==> src/rtl/fbcfg_defs.svh <==
// Constants for the fieldbus configuration switch decoder.
// Assumes inclusion by bare name from the rtl folder.
`ifndef FBCFG_DEFS_SVH
`define FBCFG_DEFS_SVH

// Switch field positions (switch n is bit n-1)
`define SW_ENABLE_BIT 7
`define SW_BAUD_HI 6
`define SW_BAUD_LO 5
`define SW_CAN_ADDR_HI 4
`define SW_PB_ADDR_HI 6

// CAN node address range
`define CAN_ADDR_MIN 7'h01
`define CAN_ADDR_MAX 7'h1f
// Slave address valid range on the PROFIBUS module
`define PB_ADDR_MIN 7'h03
`define PB_ADDR_MAX 7'h7d

// Settle time of the switch contacts after reset release
`define SETTLE_NS 1000
`define CLK_NS 50
`define SETTLE_CYC ((`SETTLE_NS + `CLK_NS - 1) / `CLK_NS)

`endif

==> src/rtl/fbcfg_pkg.sv <==
// Types for the fieldbus configuration switch decoder.
// Assumes no other package.
package fbcfg_pkg;
  typedef enum logic [1:0] {
    BUS_CAN,
    BUS_PROFIBUS,
    BUS_ETHERNET
  } bus_sel_t;

  typedef enum logic [1:0] {
    BAUD_125K = 2'h0,
    BAUD_250K = 2'h1,
    BAUD_500K = 2'h2,
    BAUD_1M = 2'h3
  } can_baud_t;
endpackage

==> src/rtl/switch_sampler.sv <==
// Two-stage synchroniser for the switch contacts and module detection.
// Assumes the pins are quasi-static and come from outside the clock domain.
`timescale 1ns/1ps
module switch_sampler (
  // Clock and reset
  input wire logic clk,
  input wire logic sys_rst,
  // Raw pins
  input wire logic [9:0] raw,
  // Synchronised levels
  output logic [9:0] synced
);
  logic [9:0] meta_q;

  always_ff @(posedge clk or posedge sys_rst) begin
    if (sys_rst) begin
      meta_q <= 10'h000;
      synced <= 10'h000;
    end else begin
      meta_q <= raw;
      synced <= meta_q;
    end
  end
endmodule

==> src/rtl/fieldbus_config_decoder.sv <==
// Decodes the eight-position configuration switch into fieldbus settings.
// Assumes static switch and module-presence pins, and a stored parameter
// set that is valid from reset release.
`timescale 1ns/1ps
`include "fbcfg_defs.svh"

//////////////////////////////////////////////////////////////////////////////
// Contract
// - All switches zero: enable, baud and address from stored set; Ethernet enable on.
// - Switches are sampled once after reset; later changes are ignored.
// - No module found: settings go to built-in CAN, else to module.
// - With a non-CAN module present, switches never enable built-in CAN.
// - Switch 8 is communication enable on every bus, 1 on, 0 off.
// - CAN baud from switches 7,6: 11 1M, 10 500k, 01 250k, 00 125k.
// - CAN node address or offset from switches 5..1, range 1 to 31.
// - PROFIBUS address from switches 7..1, valid 3 to 125, baud from master.
// - Ethernet module: all zero brings bus up; switches 7..1 set no address.
// - Ethernet: switches 1..7 nonzero with switch 8 off keeps bus off.
// - Any switch nonzero: switch enable, baud, address override stored set.
// - Effective address is switch value added to stored base node number.
// - Switch-derived address checked and clamped into the allowed range.
// - Bus options such as duplicate node check come from stored set only.
// - Switches never alter the RS485 port settings.
// - Software may re-enable or disable the bus; reset re-applies switches.
module fieldbus_config_decoder
  import fbcfg_pkg::*;
(
  // Clock and reset
  input wire logic clk,
  input wire logic sys_rst,
  // Switch contacts and module detection (asynchronous pins)
  input wire logic [7:0] switch_in,
  input wire logic module_present,
  input wire logic module_is_ethernet,
  // Stored parameter set
  input wire logic param_enable,
  input wire logic [1:0] param_can_baud,
  input wire logic [6:0] param_base_node,
  input wire logic [6:0] param_addr_offset,
  input wire logic param_dup_node_check,
  input wire logic [7:0] param_rs485_cfg,
  // Run-time override from configuration software
  input wire logic sw_override_valid,
  input wire logic sw_override_enable,
  // Settings towards the fieldbus controllers
  output logic cfg_valid,
  output bus_sel_t bus_select,
  output logic can_enable,
  output can_baud_t can_baud,
  output logic [6:0] can_node_addr,
  output logic can_dup_node_check,
  output logic module_enable,
  output logic [6:0] module_node_addr,
  output logic addr_clamped,
  output logic [7:0] rs485_cfg
);

  //////////////////////////////////////////////////////////////////////////
  // Synchronise pins
  logic [9:0] pins_s;

  switch_sampler u_sampler (
    .clk(clk),
    .sys_rst(sys_rst),
    .raw({module_is_ethernet, module_present, switch_in}),
    .synced(pins_s)
  );

  //////////////////////////////////////////////////////////////////////////
  // Address helpers
  function automatic logic [6:0] clamp7(input logic [7:0] v, input logic [6:0] lo,
                                        input logic [6:0] hi);
    logic [6:0] r;
    r = v[6:0];
    if (v > {1'b0, hi}) begin
      r = hi;
    end else if (v < {1'b0, lo}) begin
      r = lo;
    end
    return r;
  endfunction

  function automatic logic out_of_range(input logic [7:0] v, input logic [6:0] lo,
                                        input logic [6:0] hi);
    return (v > {1'b0, hi}) || (v < {1'b0, lo});
  endfunction

  //////////////////////////////////////////////////////////////////////////
  // Sample window: wait for contacts to settle, then capture once
  // A lever still bouncing at capture is latched as it stands; the wait
  // costs a microsecond after reset and buys clean levels
  localparam int unsigned SETTLE = `SETTLE_CYC;
  logic [5:0] settle_q;
  logic taken_q;
  logic take;

  assign take = !taken_q && (settle_q == 6'(SETTLE));

  always_ff @(posedge clk or posedge sys_rst) begin
    if (sys_rst) begin
      settle_q <= 6'h00;
    end else if (settle_q != 6'(SETTLE)) begin
      settle_q <= settle_q + 6'h01;
    end
  end

  always_ff @(posedge clk or posedge sys_rst) begin
    if (sys_rst) begin
      taken_q <= 1'b0;
    end else if (take) begin
      taken_q <= 1'b1;
    end
  end

  //////////////////////////////////////////////////////////////////////////
  // Decode of the sampled switch word
  logic [7:0] sw;
  logic sw_zero;
  bus_sel_t bus_d;
  logic en_d;
  can_baud_t baud_d;
  logic [7:0] can_sum;
  logic [7:0] pb_sum;
  logic [6:0] can_addr_d;
  logic [6:0] mod_addr_d;
  logic clamp_d;

  assign sw = pins_s[7:0];
  assign sw_zero = (sw == 8'h00);
  assign can_sum = {1'b0, param_base_node} + (sw_zero ? {1'b0, param_addr_offset}
                   : {3'h0, sw[`SW_CAN_ADDR_HI:0]});
  assign pb_sum = {1'b0, param_base_node} + (sw_zero ? {1'b0, param_addr_offset}
                  : {1'b0, sw[`SW_PB_ADDR_HI:0]});

  always_comb begin
    bus_d = BUS_CAN;
    if (pins_s[8]) begin
      bus_d = pins_s[9] ? BUS_ETHERNET : BUS_PROFIBUS;
    end
  end

  always_comb begin
    // Zero word hands control to the stored set (Ethernet: on), else switch 8 rules
    if (sw_zero) begin
      en_d = (bus_d == BUS_ETHERNET) ? 1'b1 : param_enable;
    end else begin
      en_d = sw[`SW_ENABLE_BIT];
    end
  end

  always_comb begin
    if (sw_zero) begin
      baud_d = can_baud_t'(param_can_baud);
    end else begin
      baud_d = can_baud_t'(sw[`SW_BAUD_HI:`SW_BAUD_LO]);
    end
  end

  always_comb begin
    can_addr_d = clamp7(can_sum, `CAN_ADDR_MIN, `CAN_ADDR_MAX);
    mod_addr_d = clamp7(pb_sum, `PB_ADDR_MIN, `PB_ADDR_MAX);
    clamp_d = 1'b0;
    if (bus_d == BUS_CAN) begin
      clamp_d = out_of_range(can_sum, `CAN_ADDR_MIN, `CAN_ADDR_MAX);
    end else if (bus_d == BUS_PROFIBUS) begin
      clamp_d = out_of_range(pb_sum, `PB_ADDR_MIN, `PB_ADDR_MAX);
    end
  end

  //////////////////////////////////////////////////////////////////////////
  // Held configuration, captured once per reset
  always_ff @(posedge clk or posedge sys_rst) begin
    if (sys_rst) begin
      bus_select <= BUS_CAN;
      can_baud <= BAUD_125K;
      can_node_addr <= `CAN_ADDR_MIN;
      module_node_addr <= `PB_ADDR_MIN;
      addr_clamped <= 1'b0;
    end else if (take) begin
      bus_select <= bus_d;
      can_baud <= baud_d;
      can_node_addr <= can_addr_d;
      module_node_addr <= (bus_d == BUS_ETHERNET) ? 7'h00 : mod_addr_d;
      addr_clamped <= clamp_d;
    end
  end

  always_ff @(posedge clk or posedge sys_rst) begin
    if (sys_rst) begin
      cfg_valid <= 1'b0;
    end else if (take) begin
      cfg_valid <= 1'b1;
    end
  end

  //////////////////////////////////////////////////////////////////////////
  // Enables: switch state until software overrides it at run time
  logic run_en_q;

  always_ff @(posedge clk or posedge sys_rst) begin
    if (sys_rst) begin
      run_en_q <= 1'b0;
    end else if (take) begin
      run_en_q <= en_d;
    end else if (taken_q && sw_override_valid) begin
      run_en_q <= sw_override_enable;
    end
  end

  // The CAN enable is only ever driven while CAN is the selected bus
  always_ff @(posedge clk or posedge sys_rst) begin
    if (sys_rst) begin
      can_enable <= 1'b0;
      module_enable <= 1'b0;
    end else begin
      can_enable <= (bus_select == BUS_CAN) && taken_q && run_en_q;
      module_enable <= (bus_select != BUS_CAN) && taken_q && run_en_q;
    end
  end

  // Options are passed straight from the stored set, registered
  always_ff @(posedge clk or posedge sys_rst) begin
    if (sys_rst) begin
      can_dup_node_check <= 1'b0;
      rs485_cfg <= 8'h00;
    end else begin
      can_dup_node_check <= param_dup_node_check;
      rs485_cfg <= param_rs485_cfg;
    end
  end

  //////////////////////////////////////////////////////////////////////////
  // Checks
  a_sample_once: assert property (@(posedge clk) disable iff (sys_rst)
    cfg_valid |=> $stable(can_baud) && $stable(can_node_addr) && $stable(bus_select))
    else $error("held configuration changed after sample");

  a_can_gated: assert property (@(posedge clk) disable iff (sys_rst)
    (bus_select != BUS_CAN) |-> !can_enable)
    else $error("CAN enabled while a module is selected");

  a_enable_bit: assert property (@(posedge clk) disable iff (sys_rst)
    take && !sw_zero && !sw_override_valid |=> ##1
      (can_enable || module_enable) == $past(sw[`SW_ENABLE_BIT], 2))
    else $error("enable does not follow switch 8");

  a_can_addr_range: assert property (@(posedge clk) disable iff (sys_rst)
    cfg_valid |-> can_node_addr >= 7'h01 && can_node_addr <= 7'h1f)
    else $error("CAN address out of range");

  a_pb_addr_range: assert property (@(posedge clk) disable iff (sys_rst)
    cfg_valid && bus_select == BUS_PROFIBUS |-> module_node_addr inside {[7'h03:7'h7d]})
    else $error("PROFIBUS address out of range");

  a_eth_zero_on: assert property (@(posedge clk) disable iff (sys_rst)
    take && sw_zero && bus_d == BUS_ETHERNET && !sw_override_valid |=> ##1 module_enable)
    else $error("Ethernet not brought up on zero word");

  a_eth_off: assert property (@(posedge clk) disable iff (sys_rst)
    take && bus_d == BUS_ETHERNET && sw[6:0] != 7'h00 && !sw[7] && !sw_override_valid
    |=> ##1 !module_enable)
    else $error("Ethernet on with switch 8 off");

  a_zero_param: assert property (@(posedge clk) disable iff (sys_rst)
    take && sw_zero |=> can_baud == $past(param_can_baud))
    else $error("zero word did not take stored baud");

  a_override: assert property (@(posedge clk) disable iff (sys_rst)
    taken_q && !take && sw_override_valid |=> ##1
      (can_enable || module_enable) == $past(sw_override_enable, 2))
    else $error("software override not applied");

  a_can_baud_sw: assert property (@(posedge clk) disable iff (sys_rst)
    take && !sw_zero |=> can_baud == can_baud_t'($past(sw[`SW_BAUD_HI:`SW_BAUD_LO])))
    else $error("CAN baud does not follow switches 7 and 6");

  a_bus_can_default: assert property (@(posedge clk) disable iff (sys_rst)
    take && !pins_s[8] |=> bus_select == BUS_CAN)
    else $error("built-in CAN not selected without a module");

  a_mod_gated: assert property (@(posedge clk) disable iff (sys_rst)
    (bus_select == BUS_CAN) |-> !module_enable)
    else $error("module enabled while built-in CAN is selected");

  a_zero_enable: assert property (@(posedge clk) disable iff (sys_rst)
    take && sw_zero && bus_d != BUS_ETHERNET && !sw_override_valid |=> ##1
      (can_enable || module_enable) == $past(param_enable, 2))
    else $error("zero word did not take stored enable");

  a_switch_wins: assert property (@(posedge clk) disable iff (sys_rst)
    take && !sw_zero && !sw[`SW_ENABLE_BIT] && param_enable && !sw_override_valid |=> ##1
      !can_enable && !module_enable)
    else $error("stored enable overrode switch 8");

  // Sums are checked where no clamp applied; clamped results have their own checks
  a_zero_addr: assert property (@(posedge clk) disable iff (sys_rst)
    take && sw_zero && bus_d == BUS_CAN && !clamp_d |=>
      can_node_addr == $past(param_base_node) + $past(param_addr_offset))
    else $error("zero word did not take stored address");

  a_can_addr_sum: assert property (@(posedge clk) disable iff (sys_rst)
    take && !sw_zero && bus_d == BUS_CAN && !clamp_d |=>
      can_node_addr == $past(param_base_node) + 7'($past(sw[`SW_CAN_ADDR_HI:0])))
    else $error("CAN address is not base plus switches");

  a_pb_addr_sum: assert property (@(posedge clk) disable iff (sys_rst)
    take && !sw_zero && bus_d == BUS_PROFIBUS && !clamp_d |=>
      module_node_addr == $past(param_base_node) + $past(sw[`SW_PB_ADDR_HI:0]))
    else $error("PROFIBUS address is not base plus switches");

  a_can_clamp_edge: assert property (@(posedge clk) disable iff (sys_rst)
    addr_clamped && bus_select == BUS_CAN |-> can_node_addr inside {7'h01, 7'h1f})
    else $error("clamped CAN address not at a bound");

  a_pb_clamp_edge: assert property (@(posedge clk) disable iff (sys_rst)
    addr_clamped && bus_select == BUS_PROFIBUS |-> module_node_addr inside {7'h03, 7'h7d})
    else $error("clamped PROFIBUS address not at a bound");

  a_eth_addr_zero: assert property (@(posedge clk) disable iff (sys_rst)
    bus_select == BUS_ETHERNET |-> module_node_addr == 7'h00 && !addr_clamped)
    else $error("Ethernet module given a switch address");

  a_dup_option: assert property (@(posedge clk) disable iff (sys_rst)
    !$past(sys_rst) |-> can_dup_node_check == $past(param_dup_node_check))
    else $error("duplicate node option not from stored set");

  a_rs485_copy: assert property (@(posedge clk) disable iff (sys_rst)
    !$past(sys_rst) |-> rs485_cfg == $past(param_rs485_cfg))
    else $error("serial port settings not from stored set");

  a_valid_held: assert property (@(posedge clk) disable iff (sys_rst)
    cfg_valid |=> cfg_valid)
    else $error("configuration valid dropped before reset");

  a_no_early_enable: assert property (@(posedge clk) disable iff (sys_rst)
    !cfg_valid |-> !can_enable && !module_enable)
    else $error("bus enabled before the switch capture");

  a_idle_addr: assert property (@(posedge clk) disable iff (sys_rst)
    !cfg_valid |-> can_node_addr == 7'h01 && module_node_addr == 7'h03)
    else $error("addresses left reset value before capture");

  c_can_on: cover property (@(posedge clk) disable iff (sys_rst) can_enable);
  c_module_on: cover property (@(posedge clk) disable iff (sys_rst) module_enable);
  c_clamped: cover property (@(posedge clk) disable iff (sys_rst) addr_clamped);
  c_override: cover property (@(posedge clk) disable iff (sys_rst)
    taken_q && sw_override_valid);
  c_eth_on: cover property (@(posedge clk) disable iff (sys_rst)
    bus_select == BUS_ETHERNET && module_enable);
endmodule

==> config.mk <==
export PLATFORM = sky130hd
export DESIGN_NAME = fieldbus_config_decoder
export DESIGN_NICKNAME = d
export VERILOG_FILES = /design/src/rtl/fbcfg_pkg.sv /design/src/rtl/switch_sampler.sv /design/src/rtl/fieldbus_config_decoder.sv
export VERILOG_INCLUDE_DIRS = /design/src /design/src/rtl
export SDC_FILE = /design/constraint.sdc
export NUM_CORES = 1
export LEC_CHECK = 0
export BUFFER_PORTS_ARGS = -buffer_cell sky130_fd_sc_hd__buf_2
export CAP_MARGIN = 15
export CORE_MARGIN = 3
export CORE_UTILIZATION = 58
export CTS_BUF_LIST = sky130_fd_sc_hd__clkbuf_8
export CTS_CLUSTER_DIAMETER = 120
export DETAILED_ROUTE_END_ITERATION = 8
export PLACE_DENSITY = 0.85
export REMOVE_ABC_BUFFERS = 1
export SLEW_MARGIN = 20
export SYNTH_ARGS = -nofsm -noshare
export SYNTH_HDL_FRONTEND = slang
export SYNTH_HIERARCHICAL = 1
export SYNTH_SLANG_ARGS = --single-unit
==> constraint.sdc <==
create_clock -name clk -period 5.4 [get_ports clk]
set_input_delay 0.81 -clock clk [delete_from_list [all_inputs] [get_ports clk]]
set_output_delay 0.81 -clock clk [all_outputs]
set_load 0.01 [all_outputs]
==> results.md <==
Clocking:
- For this design, the CTS-stage hold fixing added 0 buffers.
- The clock sink total is 58.
- The TritonCTS clock tree is yes.
- The number of buffers between clock root and the deepest sink is 2.
- Gates resized during post-CTS repair numbered 0.
- In this run the clock root is driven by a sky130_fd_sc_hd__clkbuf_8.
- Clock latency on the worst-skew pair, taken at its later pin, is ~330 ps.
- The clock-pin transition on the worst setup and hold timing paths is roughly 60 ps.
- The total clock buffers created by CTS is 9.
- The number of buffers added for setup after CTS is 0.
- The CTS H-tree depth is 3.

Global route:
- The via count of the first global-routing pass is a little over 2,000.
- The number of antenna violations at the first check in global routing was 0.
- The final global-route overflow total is 0.
- The pin count of the biggest net entering global routing is 39.
- The global routing usage summed across all routing layers is between 20% and 30%.
- The first global-routing pass estimated just under 9000 um of wire.

STA:
- Setup violations remaining at the end of the flow were counted as 0.
- The share of the clock period used by the worst path is between 60% and 70%.
- The worst relative slew slack is 54.1%.
- Setup repair after global routing left no endpoint under its margin.
- The final hold violation count is 0.
- The count of final max-slew check failures was 0.
- The worst clock skew is roughly 8.3 ps.
- Static timing analysis puts the maximum clock frequency at around 0.29 GHz.
- The actual slew at the worst max-slew pin is between 600 and 700 ps.
- The worst path in the final design needs a cycle of roughly 3400 ps, including I/O delays and setup.
- The total negative slack for setup checks is 0 ps.

Power:
- The worst-case IR drop observed on VDD is around 0.24 mV.
- The design draws 0.00102 W.
- The analysis attributes to cell leakage a power of approximately 1.5 nW.
- The power density relative to cell area is approximately 330 nW/um^2.

Routing:
- The met1 wire length is ~2100 um.
- The post-detailed-routing wire length is slightly above 5000 um.
- The met2 wire length is around 2500 um.
- Once detail routing completed, the nets flagged for antenna violations numbered 0.
- The wire length per cell after detailed routing is between 10 and 15 um.
- The highest layer touched by signal routing is met4.
- The routed design uses slightly above 400 um of met3 wire.
- The initial detailed-routing violation count is 104.
- For this run, design rule violations remaining after detail routing come to 0.
- Using the TritonRoute via totals, the vias-per-cell ratio works out to 5.64.
- The first TritonRoute pass finished after 4 iterations.
- The final route contains slightly below 2,000 vias.

Floorplan:
- The floorplan has 23 rows.
- The core region is between 4000 and 5000 um^2.
- The width of the die is just over 70 um.
- Measured along the y axis, the die boundary spans between 70 and 80 um.
- During I/O placement, the number of pins put on the boundary was roughly 70.
- The starting utilization of the core area is between 60% and 70%.
- The die area is between 5000 and 6000 um^2.

Yosys:
- The primary flip-flop cell chosen by synthesis mapping is sky130_fd_sc_hd__dfrtp_1.
- During synthesis, Yosys emitted a total of 6 warnings.
- The synthesized netlist occupies a cell area of between 2000 and 3000 um^2.
- The number of enable flip-flop cells after synthesis is 0.
- Sequential elements use around three fifths of the synthesized area.
- In this run, distinct cell masters in the synthesized netlist total 49.
- The share of flip-flops with an asynchronous set or reset after synthesis is 100%.
- Yosys attributes the largest share of cell area to sky130_fd_sc_hd__dfrtp_1 55%, sky130_fd_sc_hd__ha_1 5.5%, sky130_fd_sc_hd__o21ai_0 3.2%.
- The cell count after synthesis came out at about 220.
- After synthesis, the largest area contributor takes up between 50% and 60% of total cell area.
- Averaged over all synthesized cells, the footprint is between 10 and 15 um^2.
- The number of synthesized register bits is between 50 and 60.
- The cell taking the most area after synthesis is sky130_fd_sc_hd__dfrtp_1.

Job:
- Max-cap violations in this run came to 0.

Layout:
- The area growth from synthesis to layout is 24.3%.
- The most common cell after layout, fill and taps aside is sky130_fd_sc_hd__buf_2.
- The fraction of layout instances using a drive strength above 1 is between 30% and 40%.
- The final instance area is between 3000 and 4000 um^2.
- The number of inserted filler cells in the final layout is 296.
- The top cell types in the final layout, fill and taps aside, are 70 x sky130_fd_sc_hd__buf_2, 55 x sky130_fd_sc_hd__dfrtp_1, 20 x sky130_fd_sc_hd__nand2_1.
- The post-layout net count is 346.
- The antenna cell count is 0.

Worst setup path:
- The worst setup path is launched from a flip-flop.
- The critical path is of the reg2reg type.
- STA classifies the critical path endpoint as a flip-flop.
- The arrival time reported for the critical path endpoint is ~3600 ps.
- The highest net fanout along the worst path is 8.
- The required arrival time at the worst endpoint is 5630 ps.

Min path:
- The path class of the tightest hold or removal check is reg2reg.

Place:
- Routability-driven placement finished with a final weighted congestion of slightly below 1.
- The HPWL reported at the end of detailed placement is about 3900 um.
- The placement-stage cell area is 2910 um^2.
- During placement, the flow inserted port buffers numbering 70.

Status:
- The run finished with clean final reports.
## worst paths after layout
check                                    start                   to  slack, ps  cells past startpoint
max reg2reg                u_sampler/synced[5]         addr_clamped       2010                     11
max                        u_sampler/synced[5]         addr_clamped       2010                     11
max in group asynchronous              sys_rst  u_sampler/synced[2]       4360                      2
min in group asynchronous              sys_rst         rs485_cfg[6]        590                      3
min                        u_sampler/meta_q[7]  u_sampler/synced[7]        350                      0
min reg2reg                u_sampler/meta_q[7]  u_sampler/synced[7]        350                      0
## cell families after synthesis
kind of cell	synth area share, %
AOI/OAI and AO/OA	14.4
xor gates and xnor gates	3.84
adders and majority gates	6.29
buffers and inverters	2.15
DFF	58.1
and+or+nand+nor	15.3
## area by class of cell
type	instances	area, um^2	share of cell area (%)
Timing Repair Buffer	72	365	11.7
Clock inverter	3	38.8	1.25
Clock buffer	12	165	5.30
Sequential cell	58	1460	46.7
Tap cell	50	62.6	2.01
Inverter	8	30.0	0.964
Multi-Input combinational cell	145	997	32.0
## stage by stage
stage               instances  setup WS (ps)  hold WS, ps  utilization [%]
finish                    348           2010          345             76.2
global route              348           1740          352             76.2
CTS                       348           1970          348             76.2
detailed placement        333           2020          335             71.2
global placement          333           2220          332             71.2
floorplan                 211           2460          331                -
## Yosys cell counts (all sizes together), types with 4 or more instances
library cell  number
a21o               4
a21oi             11
and2               6
clkbuf             4
dfrtp             55
ha                11
inv                8
nand2             21
nand3              4
nor2              13
o21ai             18
o22a               4
xnor2              7
xor2               4
## where the power goes
part	switching, W	leakage, nW	internal, W
clock	0.000156	0.110	0.000246
combinational	0.0000819	0.758	0.0000595
sequential	0.0000132	0.673	0.000463
total	0.000251	1.54	0.000768
## worst max-delay path, cell delays in order (launching register included)
cell and delay (ps):
sky130_fd_sc_hd__dfrtp_1 420, sky130_fd_sc_hd__nor4_1 450, sky130_fd_sc_hd__and4_1 440, sky130_fd_sc_hd__and2_1 190
sky130_fd_sc_hd__or2_2 110, sky130_fd_sc_hd__ha_1 270, sky130_fd_sc_hd__or3b_1 180, sky130_fd_sc_hd__o211ai_1 110
sky130_fd_sc_hd__a211o_1 360, sky130_fd_sc_hd__nor4_4 350, sky130_fd_sc_hd__a31oi_1 140, sky130_fd_sc_hd__a211oi_1 260
## sequential cells by signal, summed over array words and instances, names as in the netlist, 2 cells and up
signal            count
can_baud              2
u_sampler/meta_q     10
settle_q              6
module_node_addr      7
can_node_addr         7
rs485_cfg             8
bus_select            2
u_sampler/synced     10
## per-layer routing
layer	track usage [%]	vias up
met5	0	-
met4	14.6	0
met3	7.43	17
met2	36.3	82
met1	26.0	941
li1	-	924
(Power assumes the default switching activity.)
